===== src/gts_pkg.sv =====
`default_nettype none
package gts_pkg;

    // register offsets
    localparam logic [7:0] GTS_ADDR_STATUS   = 8'h00;
    localparam logic [7:0] GTS_ADDR_INT_MASK = 8'h01;
    localparam logic [7:0] GTS_ADDR_PIN_CFG  = 8'h02;
    localparam logic [7:0] GTS_ADDR_FIFO_CFG = 8'h06;
    localparam logic [7:0] GTS_ADDR_TSEL     = 8'h0B;
    localparam logic [7:0] GTS_ADDR_PIN1_EN  = 8'h4F;

    // field positions
    localparam int GTS_STAT_SMP_A     = 5;
    localparam int GTS_STAT_SMP_B     = 6;
    localparam int GTS_MASK_FIFO      = 8;
    localparam int GTS_CFG0_POL       = 0;
    localparam int GTS_CFG0_OD        = 1;
    localparam int GTS_CFG0_EN        = 2;
    localparam int GTS_CFG1_POL       = 8;
    localparam int GTS_CFG1_OD        = 9;
    localparam int GTS_PIN1_EN_BIT    = 6;
    localparam int GTS_FIFO_THR_LSB   = 8;
    localparam int GTS_FIFO_THR_MSB   = 13;
    localparam int GTS_SEL0_LSB       = 0;
    localparam int GTS_SEL1_LSB       = 8;

    // values after reset
    localparam logic [15:0] GTS_RST_INT_MASK = 16'h01FF;
    localparam logic [15:0] GTS_RST_PIN_CFG  = 16'h0000;
    localparam logic [5:0]  GTS_RST_FIFO_THR = 6'h00;
    localparam logic [15:0] GTS_RST_TSEL     = 16'h0000;

    // select codes
    typedef enum logic [4:0] {
        GTS_SEL_LEGACY  = 5'h00,
        GTS_SEL_IRQ     = 5'h01,
        GTS_SEL_WINDOW  = 5'h02,
        GTS_SEL_LED_A   = 5'h05,
        GTS_SEL_LED_B   = 5'h06,
        GTS_SEL_LED_AB  = 5'h07,
        GTS_SEL_DWR_A   = 5'h0C,
        GTS_SEL_DWR_B   = 5'h0D,
        GTS_SEL_DWR_AB  = 5'h0E,
        GTS_SEL_HALF    = 5'h0F,
        GTS_SEL_LOW     = 5'h10,
        GTS_SEL_HIGH    = 5'h11,
        GTS_SEL_OSC     = 5'h13
    } gts_sel_t;

    // timing events from the sequencer, all on mclk
    typedef struct packed {
        logic slotAEn;
        logic slotBEn;
        logic slotAStart;
        logic slotAEnd;
        logic slotBStart;
        logic slotBEnd;
        logic ledPulseA;
        logic ledPulseB;
        logic dataWrA;
        logic dataWrB;
    } gts_timing_t;

    // per-pin output stage configuration
    typedef struct packed {
        logic activeLow;
        logic openDrain;
        logic driveEn;
    } gts_pin_cfg_t;

endpackage
`default_nettype wire


===== src/gts_pin_stage.sv =====
`timescale 1ns/1ps
`default_nettype none
module gts_pin_stage
    import gts_pkg::*;
(
    // clock and reset
    input  wire logic         mclk,
    input  wire logic         rst_n,
    // control
    input  wire gts_pin_cfg_t cfg,
    input  wire logic         asserted,
    // pin
    output logic              pinOut,
    output logic              pinOe
);

    always_ff @(posedge mclk or negedge rst_n)
    begin
        if (!rst_n)
        begin
            pinOut <= 1'b0;
            pinOe  <= 1'b0;
        end
        else
        begin
            pinOut <= asserted ^ cfg.activeLow;
            pinOe  <= cfg.driveEn & (~cfg.openDrain | asserted);
        end
    end
endmodule
`default_nettype wire


===== src/gts_timing_select.sv =====
`timescale 1ns/1ps
`default_nettype none
module gts_timing_select
    import gts_pkg::*;
(
    // clock and reset
    input  wire logic        mclk,
    input  wire logic        rst_n,
    // register port
    input  wire logic        regWrEn,
    input  wire logic        regRdEn,
    input  wire logic [7:0]  regAddr,
    input  wire logic [15:0] regWrData,
    output logic      [15:0] regRdData,
    // sequencer events and status
    input  wire gts_timing_t tim,
    input  wire logic        normalMode,
    input  wire logic [5:0]  fifoLevel,
    input  wire logic        legacySampleOut,
    // asynchronous 32 kHz oscillator
    input  wire logic        osc32k,
    // pins
    output logic             timingOutPinZero,
    output logic             timingOutPinZeroOe,
    output logic             timingOutPinOne,
    output logic             timingOutPinOneOe,
    output logic             irqLevel
);

    logic [1:0]   statSmp;
    logic [15:0]  intMask;
    logic [15:0]  pinCfg;
    logic [5:0]   fifoThr;
    logic         pin1DriveEn;
    logic [15:0]  tsel;
    logic         sampleWindow;
    logic         dataFlagA;
    logic         dataFlagB;
    logic         halfRateToggle;
    logic [2:0]   oscSync;
    logic         oscLevel;
    logic         firstStart;
    logic         lastEnd;
    logic         fifoHit;
    logic         legacyMode;
    logic [15:0]  next_rdData;
    logic [1:0]   assertedLvl;
    gts_pin_cfg_t cfg0;
    gts_pin_cfg_t cfg1;

    function automatic logic regHit(input logic [7:0] addr, input logic [7:0] want);
        regHit = (addr == want);
    endfunction

    // the first enabled slot opens the sample, the last enabled one closes it
    assign firstStart = tim.slotAEn ? tim.slotAStart : (tim.slotBEn & tim.slotBStart);
    assign lastEnd    = tim.slotBEn ? tim.slotBEnd   : (tim.slotAEn & tim.slotAEnd);
    assign fifoHit    = (fifoLevel >= fifoThr) & ~intMask[GTS_MASK_FIFO];
    assign irqLevel   = (statSmp[0] & ~intMask[GTS_STAT_SMP_A])
                      | (statSmp[1] & ~intMask[GTS_STAT_SMP_B])
                      | fifoHit;
    assign legacyMode = (tsel == 16'h0000);

    // --- register file ---
    always_ff @(posedge mclk or negedge rst_n)
    begin
        if (!rst_n)
        begin
            intMask     <= GTS_RST_INT_MASK;
            pinCfg      <= GTS_RST_PIN_CFG;
            fifoThr     <= GTS_RST_FIFO_THR;
            pin1DriveEn <= 1'b0;
            tsel        <= GTS_RST_TSEL;
        end
        else if (regWrEn)
        begin
            if (regHit(regAddr, GTS_ADDR_INT_MASK))
                intMask <= regWrData;
            else if (regHit(regAddr, GTS_ADDR_PIN_CFG))
                pinCfg <= regWrData;
            else if (regHit(regAddr, GTS_ADDR_FIFO_CFG))
                fifoThr <= regWrData[GTS_FIFO_THR_MSB:GTS_FIFO_THR_LSB];
            else if (regHit(regAddr, GTS_ADDR_TSEL))
                tsel <= regWrData;
            else if (regHit(regAddr, GTS_ADDR_PIN1_EN))
                pin1DriveEn <= regWrData[GTS_PIN1_EN_BIT];
        end
    end

    // sample interrupt status: write one to clear, a new sample wins
    always_ff @(posedge mclk or negedge rst_n)
    begin
        if (!rst_n)
        begin
            statSmp <= 2'b00;
        end
        else
        begin
            for (int i = 0; i < 2; i++)
            begin
                if (i == 0 ? tim.dataWrA : tim.dataWrB)
                begin
                    statSmp[i] <= 1'b1;
                end
                else if (regWrEn && regHit(regAddr, GTS_ADDR_STATUS)
                         && regWrData[GTS_STAT_SMP_A + i])
                begin
                    statSmp[i] <= 1'b0;
                end
            end
        end
    end

    always_comb
    begin
        next_rdData = 16'h0000;
        if (regHit(regAddr, GTS_ADDR_STATUS))
        begin
            next_rdData[GTS_STAT_SMP_A] = statSmp[0];
            next_rdData[GTS_STAT_SMP_B] = statSmp[1];
        end
        else if (regHit(regAddr, GTS_ADDR_INT_MASK))
            next_rdData = intMask;
        else if (regHit(regAddr, GTS_ADDR_PIN_CFG))
            next_rdData = pinCfg;
        else if (regHit(regAddr, GTS_ADDR_FIFO_CFG))
            next_rdData[GTS_FIFO_THR_MSB:GTS_FIFO_THR_LSB] = fifoThr;
        else if (regHit(regAddr, GTS_ADDR_TSEL))
            next_rdData = tsel;
        else if (regHit(regAddr, GTS_ADDR_PIN1_EN))
            next_rdData[GTS_PIN1_EN_BIT] = pin1DriveEn;
    end

    always_ff @(posedge mclk or negedge rst_n)
    begin
        if (!rst_n)
            regRdData <= 16'h0000;
        else if (regRdEn)
            regRdData <= next_rdData;
    end

    // --- timing sources ---
    always_ff @(posedge mclk or negedge rst_n)
    begin
        if (!rst_n)
        begin
            sampleWindow <= 1'b0;
        end
        else if (firstStart)
        begin
            sampleWindow <= 1'b1;
        end
        else if (lastEnd)
        begin
            sampleWindow <= 1'b0;
        end
    end

    // data flags: set at slot end, the set wins over the new-sample clear
    always_ff @(posedge mclk or negedge rst_n)
    begin
        if (!rst_n)
        begin
            dataFlagA <= 1'b0;
            dataFlagB <= 1'b0;
        end
        else
        begin
            dataFlagA <= tim.dataWrA | (dataFlagA & ~firstStart);
            dataFlagB <= tim.dataWrB | (dataFlagB & ~firstStart);
        end
    end

    // standby holds the toggle low so the first completed sample raises it
    always_ff @(posedge mclk or negedge rst_n)
    begin
        if (!rst_n)
        begin
            halfRateToggle <= 1'b0;
        end
        else if (!normalMode)
        begin
            halfRateToggle <= 1'b0;
        end
        else if (lastEnd)
        begin
            halfRateToggle <= ~halfRateToggle;
        end
    end

    // oscillator is asynchronous; a glitch-free copy needs two agreeing stages
    always_ff @(posedge mclk or negedge rst_n)
    begin
        if (!rst_n)
        begin
            oscSync  <= 3'b000;
            oscLevel <= 1'b0;
        end
        else
        begin
            oscSync <= {oscSync[1:0], osc32k};
            if (oscSync[1] == oscSync[2])
            begin
                oscLevel <= oscSync[2];
            end
        end
    end

    function automatic logic pickSource(input logic [4:0] code);
        case (code)
            GTS_SEL_IRQ:    pickSource = irqLevel;
            GTS_SEL_WINDOW: pickSource = sampleWindow;
            GTS_SEL_LED_A:  pickSource = tim.ledPulseA;
            GTS_SEL_LED_B:  pickSource = tim.ledPulseB;
            GTS_SEL_LED_AB: pickSource = tim.ledPulseA | tim.ledPulseB;
            GTS_SEL_DWR_A:  pickSource = dataFlagA;
            GTS_SEL_DWR_B:  pickSource = dataFlagB;
            GTS_SEL_DWR_AB: pickSource = dataFlagA | dataFlagB;
            GTS_SEL_HALF:   pickSource = halfRateToggle;
            GTS_SEL_LOW:    pickSource = 1'b0;
            GTS_SEL_HIGH:   pickSource = 1'b1;
            GTS_SEL_OSC:    pickSource = oscLevel;
            default:        pickSource = 1'b0;
        endcase
    endfunction

    always_comb
    begin
        if (legacyMode)
        begin
            assertedLvl[0] = irqLevel;
            assertedLvl[1] = legacySampleOut;
        end
        else
        begin
            assertedLvl[0] = pickSource(tsel[GTS_SEL0_LSB +: 5]);
            assertedLvl[1] = pickSource(tsel[GTS_SEL1_LSB +: 5]);
        end
    end

    assign cfg0 = '{activeLow: pinCfg[GTS_CFG0_POL], openDrain: pinCfg[GTS_CFG0_OD],
                    driveEn: pinCfg[GTS_CFG0_EN]};
    assign cfg1 = '{activeLow: pinCfg[GTS_CFG1_POL], openDrain: pinCfg[GTS_CFG1_OD],
                    driveEn: pin1DriveEn};

    gts_pin_stage uPinZero (
        .mclk     (mclk),
        .rst_n    (rst_n),
        .cfg      (cfg0),
        .asserted (assertedLvl[0]),
        .pinOut   (timingOutPinZero),
        .pinOe    (timingOutPinZeroOe)
    );

    gts_pin_stage uPinOne (
        .mclk     (mclk),
        .rst_n    (rst_n),
        .cfg      (cfg1),
        .asserted (assertedLvl[1]),
        .pinOut   (timingOutPinOne),
        .pinOe    (timingOutPinOneOe)
    );
endmodule
`default_nettype wire


===== config.mk =====
export PLATFORM = sky130hd
export DESIGN_NAME = gts_timing_select
export DESIGN_NICKNAME = d
export VERILOG_FILES = /design/src/gts_pkg.sv /design/src/gts_pin_stage.sv /design/src/gts_timing_select.sv
export SDC_FILE = /design/constraint.sdc
export NUM_CORES = 1
export LEC_CHECK = 0
export BUFFER_PORTS_ARGS = -buffer_cell sky130_fd_sc_hd__buf_4
export CAP_MARGIN = 10
export CELL_PAD_IN_SITES_DETAIL_PLACEMENT = 0
export CELL_PAD_IN_SITES_GLOBAL_PLACEMENT = 1
export CORE_UTILIZATION = 41
export DETAILED_ROUTE_END_ITERATION = 7
export GPL_TIMING_DRIVEN = 0
export PLACE_DENSITY = 0.88
export REMOVE_ABC_BUFFERS = 1
export SYNTH_ARGS = -nofsm -noshare
export SYNTH_HDL_FRONTEND = slang
export SYNTH_HIERARCHICAL = 1
export SYNTH_SLANG_ARGS = --single-unit

===== constraint.sdc =====
create_clock -name mclk -period 1.6 [get_ports mclk]
set_clock_uncertainty 0.15 [all_clocks]
set_input_delay 0.24 -clock mclk [delete_from_list [all_inputs] [get_ports mclk]]
set_output_delay 0.24 -clock mclk [all_outputs]
set_load 0.05 [all_outputs]

# == Word level (Yosys, flattened, before mapping) ==
# Cells that the tools add are included.
# classes
n_addsub,0
n_mux,25
mul,0
bitwise_logic,30
shift,0
eq_ne,29
n_div,0
n_reduce_logical,13
n_lt_le_gt_ge,1
# op_table
cell,count
$eq A5 B4 Y1 const B,8
$mux W16,2
$eq A5 B3 Y1 const B,6
$pmux W1 S11,2
$eq A5 B5 Y1 const B,4
$mux W9,2
$logic_not A16 Y1,1
$mux W1,12
$mux W6,2
$not A1 Y1,11
$eq A5 B1 Y1 const B,2
$eq A5 B2 Y1 const B,2
$and A1 B1 Y1,9
$eq A8 B1 Y1 const B,1
$eq A8 B2 Y1 const B,1
$eq A8 B3 Y1 const B,1
$eq A8 B4 Y1 const B,1
$eq A8 B7 Y1 const B,1
$logic_not A8 Y1,1
$mux W8,1
$or A1 B1 Y1,8
$ge A6 B6 Y1,1
$mux W2,3
$reduce_and A6 Y1,1
other kinds (10),15
# totals
latch_bits,0
mem_count,0
rom_bits,0
mem_bits_rw,0
word_cells,116
output_inout_bits,21
in_bits,47
ff_bits,85

# == Longest topological paths before layout ==
# Gate-level depths: netlist of run 1.
# logic_depth
word_depth,8
mapped_depth,8
ltp_nobuf,8

# == Hierarchy ==
# The synthesis of run 1 kept the hierarchy.
# by_module_without_submodules
module,n_inst,cells_each,seq_area_each_um2,area_per_inst_um2
gts_timing_select,1,363,2038.2,4141.5
gts_pin_stage,2,5,50.0,73.8

# == Least setup slack after synthesis of run 1 ==
# Ideal clock, no wire load.
# synth_timing
kind,reg2out
startpoint,reg fifoThr[5]
endpoint,out irqLevel
t_required_ns,1.210
path_buffers,0
stages_incl_launch_ff,6
arrival_ns,1.420
slack_ns,-0.210
path_cell_list,dfrtp_1 > inv_1 > ha_1 > nand4_1 > o311a_1 > inv_1
# synth_between
elab_chain_len,3
# synth_lines
item,line_no,text
start: declaration,gts_timing_select.sv:33,logic [5:0] fifoThr;
start signal: assignment,gts_timing_select.sv:82,fifoThr <= regWrData[GTS_FIFO_THR_MSB:GTS_FIFO_THR_LSB];
$ge A6 B6 Y1,gts_timing_select.sv:58,assign fifoHit = (fifoLevel >= fifoThr) & ~intMask[GTS_MASK_FIFO];
$and A1 B1 Y1,gts_timing_select.sv:58,
$or A1 B1 Y1,gts_timing_select.sv:61,| fifoHit;
end: declaration,gts_timing_select.sv:27,output logic irqLevel
# No other way between the ends.

# == Worst setup path after layout of run 1 ==
# layout_timing
startpoint,reg fifoThr[3]
endpoint,out irqLevel
# Same word-level chain as after synthesis.

==> results.tsv, run 1 <==
stage	metric	value	unit
sta	tightest_slew	0.761	ns
die	start_util	43.1	%
synthesis	ys_seq_area_share	49.9	%
sta	fin_crit_sh	134	%
synthesis	syn_area_per_cell	11.5	um^2
power	ir_drop	455	uV
placement	dp_slack	-0.791	ns
clock_tree	cts_tree	yes	
route	viasPerCell	5.53	
cells_and_area	multiInputGateArea	2090	um^2
placement	io_buffers	67	
worst_setup_path	critPathRequiredTime	1.21	ns
die	die_w	104	um
die	row_count	36	
grt	grt_overflow	0	
worst_setup_path	reg2regPathDepth	9	
sta	rsz0062_at_grt	true	
route	totalWireLength	10.8	mm
clock_tree	cts_max_level	3	
route	first_iter_violations	170	
placement	place.gp.congestion	0.770	
cells_and_area	utilization	55.7	%
worst_setup_path	critPathCaptureType	primary output	
synthesis	yosys_warnings	6	
sta	hold_viol	0	
synthesis	ys_async_sr_fraction	100	%
synthesis	ys.flop_type	dfrtp_1	
sta	layout_min_cycle_time	2.15	ns
placement	placed_area	4860	um^2
clock_tree	clock_latency	0.36	ns
run_status	status	finished with violations	
grt	grt_max_degree	86	
clock_tree	numCtsBuffers	9	
cells_and_area	regArea	2140	um^2
run_status	violations	negative setup slack	
worst_hold_path	min_delay_path_depth	3	
route	drcViolationCount	0	
clock_tree	clk_path_buf_depth	2	
sta	setup_ws	-0.546	ns
synthesis	synth.cell_area	4290	um^2
die	die_y	104	um
cells_and_area	fin_area	5550	um^2
worst_hold_path	hp-class	in -> reg	
die	fp.dieArea	10900	um^2
sta	slew_viol_final	0	
placement	place_hpwl	7.09	mm
run	cap_violations	0	
die	core_area	9950	um^2
worst_setup_path	critPathArrivalTime	1.76	ns
sta	max_slew_margin	49.3	%
synthesis	ys_types	57	
grt	grt_pass1_vias	3332	
grt	grt_first_pass_wirelength	17.1	mm
synthesis	synth_edf_count	0	
cells_and_area	area_delta_synth_final	29.4	%
clock_tree	cts_root_buffer	clkbuf_8	
cells_and_area	diodes	0	
worst_setup_path	worstSetupPathType	reg -> out	
sta	setup-violations-final	5	
worst_setup_path	critPathMaxFanout	2	
clock_tree	cts.reportedPaths.clkPinSlew	0.09	ns
power	total_leakage_power	2.51	nW
synthesis	syn_inst	373	
die	ioPinCount	68	
cells_and_area	drive_above_1_share	40.6	%
grt	track_usage	20.1	%
power	power.density	834	nW/um^2
route	dr.pass1.iters	4	
route	final_antenna_net_count	0	
clock_tree	clkSinkCount	85	
route	wire_per_inst	18.0	um
cells_and_area	fillers	839	
sta	whs	0.00748	ns
worst_setup_path	cp-start-kind	flop	
synthesis	yosys_register_bits	85	
sta	max_freq	466	MHz
grt	antenna_found_initial	0	
route	vias	3315	
cells_and_area	nets	514	
==> flip-flops by register name, indices dropped and copies added (netlist names) <==
register         flops
uPinZero/pinOut      1
dataFlagB            1
pin1DriveEn          1
uPinOne/pinOut       1
intMask             16
oscLevel             1
tsel                16
halfRateToggle       1
statSmp              2
uPinOne/pinOe        1
oscSync              3
uPinZero/pinOe       1
dataFlagA            1
pinCfg              16
regRdData           16
sampleWindow         1
fifoThr              6
==> repair_timing <==
item,in CTS,in global routing
buffers inserted,7,5
endpoints found under the setup margin,66,96
hold buffers,20,0
pin swaps,9,9
gates resized for setup,21,12
endpoints found under the hold margin,128,0
==> routing by layer <==
| layer | track usage (%) | wire length [um] | vias up | share of wire [%] |
|---|---|---|---|---|
| met5 | 0 | 0 | - | 0 |
| li1 | - | - | 1541 | - |
| met4 | 6.22 | 155 | 0 | 1.4 |
| met3 | 3.70 | 593 | 12 | 5.5 |
| met2 | 33.7 | 5250 | 110 | 49 |
| met1 | 26.3 | 4810 | 1652 | 44 |
==> stage by stage <==
step           cells  power, mW  TNS (ns)
6_report         599       4.63     -2.44
5_1_grt          599       4.84     -2.72
4_1_cts          594       4.64     -1.91
3_5_place_dp     551       3.06    -39.53
3_3_place_gp     551       3.04    -38.01
2_1_floorplan    351       2.73     -9.06
==> cell families after synthesis <==
group                    Yosys count  synth area share [%]
AND/OR/NAND/NOR                   71                  10.3
multiplexers                      59                  17.0
adder cells (fa/ha/maj)            7                  1.98
buffers and inverters             49                  4.75
flip-flops                        85                  49.9
AO/OA/AOI/OAI                     99                  15.5
XOR/XNOR                           3                 0.613
==> synth_stat cells, drive strengths merged (7+ instances only) <==
cell,n,area (um^2)
o21ai,11,55.1
dfstp,9,236
nor4,10,77.6
nand3,11,85.1
inv,27,101
o32ai,9,78.8
nand2,19,71.3
clkbuf,18,67.6
a2bb2oi,8,70.1
mux2,50,638
mux2i,9,90.1
a21oi,37,185
o22ai,7,43.8
dfrtp,76,1900
==> cell usage in the layout (no fill, tap or decap), types with 3 or more instances in the layout <==
| cell | instances |
|---|---|
| a21o_1 | 4 |
| a21oi_1 | 36 |
| a2bb2oi_1 | 8 |
| buf_12 | 4 |
| buf_4 | 72 |
| clkbuf_8 | 9 |
| dfrtp_1 | 75 |
| dfstp_2 | 9 |
| dlygate4sd3_1 | 20 |
| ha_1 | 3 |
| ha_4 | 3 |
| inv_1 | 21 |
| inv_2 | 6 |
| mux2_2 | 28 |
| mux2_4 | 20 |
| mux2i_1 | 9 |
| nand2_1 | 19 |
| nand3_1 | 7 |
| nand3_4 | 3 |
| nand4_1 | 3 |
| nor2_1 | 3 |
| nor3_1 | 3 |
| nor4_1 | 5 |
| nor4_2 | 4 |
| o21ai_0 | 11 |
| o22a_1 | 6 |
| o22ai_1 | 7 |
| o32ai_1 | 9 |
==> critical path, stage by stage (launching register included) <==
cell and delay [ns]:
dfrtp_1 0.38, inv_2 0.07, ha_4 0.26, nand4_1 0.11, o311a_4 0.38, inv_2 0.06, buf_8 0.13
==> cell type report <==
type / instances / share of cell area, %
Clock inverter: 6 / 1.15
Clock buffer: 10 / 2.30
Tap cell: 133 / 3.00
Multi-Input combinational cell: 239 / 37.7
Timing Repair Buffer: 99 / 15.5
Sequential cell: 85 / 38.6
Inverter: 27 / 1.83
==> report_power, final <==
part | internal (mW) | switching [mW]
Clock | 0.719 | 0.768
Combinational | 0.363 | 0.418
Sequential | 2.27 | 0.0970
Total | 3.35 | 1.28
==> final timing paths <==
path                             from             end  slack (ns)
min in group asynchronous       rst_n      pinCfg[12]        0.33
hold reg to reg            oscSync[0]      oscSync[1]        0.21
hold / removal                 tim[7]    sampleWindow       0.007
max in group asynchronous       rst_n         tsel[8]        0.42
setup reg to reg           fifoThr[3]  uPinZero/pinOe       -0.52
setup / recovery           fifoThr[3]        irqLevel       -0.55
(Power assumes the default switching activity.)
==> run 2: changes to the inputs <==
- ABC_AREA: default -> 1
- CORE_UTILIZATION: 41 -> 38
- PLACE_DENSITY: 0.88 -> 0.87
==> results.tsv, run 2 <==
stage	metric	value	unit
cells_and_area	regArea	2140	um^2
cells_and_area	final_common_cell	nand2_1	
power	power	5.36	mW
grt	grt_pass1_vias	3848	
power	ir_drop	681	uV
sta	rsz0062_at_grt	true	
placement	dp_slack	-0.419	ns
cells_and_area	area_delta_synth_final	26.7	%
clock_tree	clk_path_buf_depth	2	
sta	fin_crit_sh	127	%
synthesis	synth_top_area_cell	dfrtp_1	
placement	io_buffers	67	
cells_and_area	multiInputGateArea	2040	um^2
sta	setup_ws	-0.430	ns
synthesis	syn_area_per_cell	7.80	um^2
die	ioPinCount	68	
cells_and_area	mostFrequentLayoutCells	nand2_1, dfrtp_1, buf_4, inv_1, o21ai_0	
grt	grt_use_met1	25.2	%
sta	whs	-0.0113	ns
power	p_seq_share	43.8	%
clock_tree	cts_tree	yes	
cells_and_area	drive_above_1_share	24.7	%
synthesis	synthTopCellsByCount	nand2_1, dfrtp_1, inv_1	
route	viasPerCell	4.90	
route	wire_per_inst	13.9	um
route	vias	3923	
power	p_sw	1.39	mW
worst_setup_path	critPathCaptureType	primary output	
grt	grt_max_degree	86	
sta	setup-violations-final	5	
grt	grt-busiest-layer	met2	
die	die_y	110	um
grt	grt_overflow	0	
synthesis	synth.area.top_cells	dfrtp_1, nand2_1, inv_1, o21ai_0, dfstp_2	
clock_tree	cts_root_buffer	clkbuf_16	
die	die_w	110	um
run	cap_violations	0	
die	fp.dieArea	12200	um^2
power	total_leakage_power	2.88	nW
power	power.density	946	nW/um^2
worst_setup_path	cpLargestDelayFamily	flip-flops	
worst_hold_path	hp-class	in -> reg	
synthesis	yosys_warnings	6	
worst_setup_path	critPathRequiredTime	1.21	ns
sta	tightest_slew	0.768	ns
worst_setup_path	cpPeakStageDelay	0.40	ns
clock_tree	clkSinkCount	85	
synthesis	ys_seq_area_share	47.8	%
placement	placed_area	5020	um^2
route	totalWireLength	11.1	mm
route	first_iter_violations	246	
worst_setup_path	worstSetupPathType	reg -> out	
grt	grt_use_met2	31.0	%
synthesis	syn_inst	573	
synthesis	synth.most_common_cell	nand2_1	
placement	place.gp.congestion	0.799	
grt	track_usage	18.8	%
run_status	status	finished with violations	
route	dr.pass1.iters	5	
cells_and_area	utilization	49.4	%
synthesis	netlist.area_leader.share	42.5	%
sta	hold_viol	1	
cells_and_area	fin_area	5670	um^2
die	core_area	11500	um^2
worst_setup_path	critPathArrivalTime	1.64	ns
worst_setup_path	cp-start-kind	flop	
worst_setup_path	critPathSlowestCell	dfrtp_1	
sta	layout_min_cycle_time	2.03	ns
grt	grt_first_pass_wirelength	18.5	mm
synthesis	ys.flop_type	dfrtp_1	
die	start_util	39.0	%
worst_setup_path	path_cells	inv_2 > ha_4 > nand2_4 > inv_2 > a21oi_2 > nand2_2 > nand2_2 > nand2_4 > buf_8	
cells_and_area	nets	705	
power	clockPowerShare	43.1	%
clock_tree	clock_latency	0.34	ns
clock_tree	cts_max_level	3	
cells_and_area	diodes	0	
sta	max_freq	493	MHz
synthesis	ys_async_sr_fraction	100	%
power	switching_share	26.0	%
route	drcViolationCount	0	
power	p_int	3.97	mW
synthesis	synth_edf_count	0	
die	row_count	39	
synthesis	yosys_register_bits	85	
route	final_antenna_net_count	0	
worst_setup_path	critPathMaxFanout	2	
clock_tree	cts.reportedPaths.clkPinSlew	0.07	ns
worst_setup_path	cp_num_buf_inv	3	
grt	antenna_found_initial	0	
power	pwr-share-comb	13.1	%
sta	max_slew_margin	48.8	%
sta	slew_viol_final	0	
grt	grt_util_met3	2.80	%
cells_and_area	fillers	1087	
run_status	violations	negative hold slack, negative setup slack	
placement	place_hpwl	7.62	mm
synthesis	synth.cell_area	4470	um^2
clock_tree	numCtsBuffers	9	
synthesis	ys_types	37	
-- run 2: cell count changes after synthesis, moves of 9 or more --
| cell | before | now |
|---|---|---|
| o21ai_0 | 11 | 56 |
| nand2_1 | 19 | 184 |
| clkbuf_1 | 18 | 3 |
| nand3_1 | 8 | 34 |
| a21oi_1 | 37 | 6 |
| mux2_2 | 28 | 0 |
| nor2_1 | 4 | 45 |
| inv_1 | 27 | 76 |
| mux2i_1 | 9 | 0 |
| o32ai_1 | 9 | 0 |
| o21ai_2 | 0 | 16 |
| mux2_4 | 20 | 0 |
-- run 2: power by group through the flow --
stage	Clock, mW	Sequential (mW)	Combinational (mW)
detailed placement	0	2.38	0.608
global route	2.44	2.36	0.783
global placement	0	2.38	0.594
CTS	2.35	2.35	0.680
finish	2.31	2.35	0.702
floorplan	0	2.43	0.280
-- run 2: cells by family after synthesis --
logic type	synth area share, %
and+or+nand+nor	28.7
buffers and inverters	9.54
AOI/OAI and AO/OA	12.0
DFF	47.8
adders and majority gates	1.90
-- run 2: final cells by class --
type                    instances  share of cell area (%)
flip-flops and latches         85                    37.7
multi-input cells             392                    36.0
repair buffers                 86                    12.0
inverters                      78                    5.26
clock buffers                  10                    4.22
well taps                     143                    3.16
clock inverters                 6                    1.66
-- run 2: repair_timing --
item	4_1_cts	5_1_grt
buffers inserted	8	3
hold buffers	8	0
pin swaps	10	11
resized for setup	25	14
endpoints found under the setup margin	43	84
endpoints found under the hold margin	11	0
-- run 2: path summary, 6_finish.rpt --
path | startpoint | endpoint | slack [ns] | depth (start not counted)
worst max-delay path | fifoThr[5] | irqLevel | -0.43 | 9
worst min-delay path | regWrData[11] | fifoThr[3] | -0.01 | 3
worst max register to register | fifoThr[5] | uPinOne/pinOe | -0.32 | 14
worst min register to register | oscSync[0] | oscSync[1] | 0.21 | 0
max in group asynchronous | rst_n | dataFlagA | 0.40 | 2
min in group asynchronous | rst_n | uPinOne/pinOe | 0.38 | 2
-- run 2: layer usage --
layer / vias up / part of all wire (%)
li1: 1965 / -
met1: 1849 / 45
met2: 94 / 49
met3: 15 / 4.8
met4: 0 / 1.6
met5: - / 0
-- run 2: tightest hold or removal path, delay by kind of cell --
family | cells | cell delay (ns)
compound gates | 1 | 0.06
buf+inv | 1 | 0.09
simple gates | 1 | 0.05
-- run 2: per-stage QoR --
stage | std cells | TNS (ns) | hold slack [ns]
global route | 800 | -2.21 | 0.00576
detailed placement | 765 | -21.00 | 0.197
finish | 800 | -1.65 | -0.0113
CTS | 797 | -1.43 | 0.000668
floorplan | 555 | -1.33 | -0.206
global placement | 765 | -17.95 | 0.192
==> run 3: changes to the inputs <==
- CELL_PAD_IN_SITES_DETAIL_PLACEMENT: 0 -> 1
==> results.tsv, run 3 (same netlist as run 2, synthesis figures left out) <==
stage	metric	value	unit
run_status	status	finished with violations	
run_status	violations	negative hold slack, negative setup slack	
grt	grt_overflow	0	
die	start_util	39.0	%
worst_setup_path	path_cells	inv_2 > ha_4 > nand2_2 > inv_1 > a21oi_2 > nand2_2 > nand2_2 > nand2_4 > buf_8	
worst_setup_path	crit_path_frequent_cell	nand2_2	
die	row_count	39	
clock_tree	cts_root_buffer	clkbuf_16	
placement	place.gp.congestion	0.799	
sta	max_slew_margin	28.1	%
cells_and_area	final_common_cell	nand2_1	
sta	rsz0062_at_grt	true	
worst_setup_path	critPathSlowestCell	dfrtp_1	
cells_and_area	nets	705	
cells_and_area	regArea	2140	um^2
clock_tree	clk_path_buf_depth	2	
grt	track_usage	23.3	%
cells_and_area	fillers	1375	
worst_setup_path	regToRegSetupSlack	-0.38	ns
cells_and_area	diodes	0	
power	power.density	934	nW/um^2
worst_setup_path	critPathRequiredTime	1.21	ns
grt	grt_max_degree	86	
placement	io_buffers	67	
route	final_antenna_net_count	0	
cells_and_area	multiInputGateArea	2040	um^2
cells_and_area	fin_area	5650	um^2
route	totalWireLength	13.7	mm
sta	setup-violations-final	5	
worst_setup_path	reg2reg_to	uPinOne/pinOut	
route	drcViolationCount	0	
worst_setup_path	critPathMaxFanout	2	
sta	slew_viol_final	0	
die	die_y	110	um
run	cap_violations	0	
sta	tightest_slew	1.08	ns
power	total_leakage_power	2.87	nW
cells_and_area	area_delta_synth_final	26.4	%
sta	setup_ws	-0.495	ns
die	core_area	11500	um^2
clock_tree	numCtsBuffers	9	
worst_hold_path	hp-class	in -> async	
sta	max_freq	477	MHz
cells_and_area	drive_above_1_share	24.0	%
cells_and_area	instances_no_fill	800	
clock_tree	cts.reportedPaths.clkPinSlew	0.06	ns
clock_tree	clkSinkCount	85	
worst_setup_path	worstSetupPathType	reg -> out	
worst_setup_path	cp-start-kind	flop	
sta	fin_crit_sh	131	%
grt	antenna_found_initial	0	
route	vias	4170	
route	viasPerCell	5.21	
worst_setup_path	cp_num_buf_inv	3	
worst_setup_path	critPathCaptureType	primary output	
worst_setup_path	cpPeakStageDelay	0.40	ns
worst_setup_path	reg2regPathDepth	15	
route	dr.pass1.iters	4	
die	ioPinCount	68	
clock_tree	cts_tree	yes	
power	ir_drop	547	uV
sta	layout_min_cycle_time	2.09	ns
route	wire_per_inst	17.1	um
grt	grt_first_pass_wirelength	22.7	mm
placement	place_hpwl	9.04	mm
clock_tree	clock_latency	0.34	ns
cells_and_area	mostFrequentLayoutCells	nand2_1, dfrtp_1, buf_4, inv_1, o21ai_0	
clock_tree	cts_max_level	3	
worst_setup_path	reg2reg_from	fifoThr[5]	
route	first_iter_violations	278	
placement	placed_cells	765	
worst_setup_path	critPathArrivalTime	1.70	ns
die	die_w	110	um
placement	placed_area	5020	um^2
die	fp.dieArea	12200	um^2
worst_setup_path	cpLargestDelayFamily	flip-flops	
sta	whs	-0.0631	ns
grt	grt_pass1_vias	4568	
sta	hold_viol	76	
==> run 3: cell count changes in the layout (fill, tap and decap cells not counted), sizes merged <==
cell,before,now
buf,78,77
bufinv,2,1
clkbuf,10,11
clkinv,1,2
clkinvlp,1,2
dlygate4sd3,8,9
inv,80,78
==> run 3: final cells by class <==
type | instances | area share, %
clock buffers | 11 | 4.47
clock inverters | 5 | 1.04
inverters | 78 | 5.27
multi-input cells | 392 | 36.2
flip-flops and latches | 85 | 37.8
well taps | 143 | 3.17
repair buffers | 86 | 12.0
==> run 3: stage by stage <==
| step | power (mW) | utilization [%] | worst slack (ns) | TNS [ns] |
|---|---|---|---|---|
| floorplan | 2.71 | - | -0.346 | -1.33 |
| global placement | 2.97 | 43.8 | -0.391 | -17.95 |
| detailed placement | 3.01 | 43.8 | -0.512 | -22.96 |
| CTS | 5.26 | 48.7 | -0.477 | -1.88 |
| global route | 5.48 | 49.3 | -0.545 | -2.37 |
| finish | 5.28 | 49.3 | -0.495 | -1.98 |
==> run 3: worst reg2reg max path, delay by kind of cell, from the launching register on <==
family                   cells  cell delay [ns]
AO/OA/AOI/OAI                1             0.15
adder cells (fa/ha/maj)      1             0.20
buffers and inverters        5             0.47
flip-flops                   1             0.40
AND/OR/NAND/NOR              8             0.56
==> run 3: routing by layer <==
layer | GRT usage (%) | routed length (um)
met1 | 28.7 | 5810
met2 | 40.4 | 7140
met3 | 3.02 | 416
met4 | 10.5 | 355
met5 | 0 | 0
==> run 3: worst max path at each step <==
stage,startpoint,endpoint,slack (ns),cells past startpoint
after floorplan,fifoThr[5],uPinZero/pinOut,-0.35,13
final,fifoThr[5],irqLevel,-0.49,9
after detailed placement,regAddr[7],regRdData[12],-0.51,8
after CTS,fifoThr[0],irqLevel,-0.48,10
after global placement,regAddr[7],regRdData[12],-0.39,8
after global routing,fifoThr[5],irqLevel,-0.55,9
==> run 3: report_power, final <==
part | switching [mW] | leakage [nW] | internal (mW)
clock network | 0.892 | 0.148 | 1.30
logic | 0.456 | 1.63 | 0.279
registers | 0.0887 | 1.09 | 2.27
total | 1.44 | 2.87 | 3.84
==> run 3: timing repair <==
item | in CTS | in global routing
resized for setup | 23 | 13
endpoints found under the setup margin | 47 | 14
pin swaps | 11 | 10
hold buffers | 9 | 0
hold endpoints to repair | 11 | 0
buffers inserted | 9 | 2
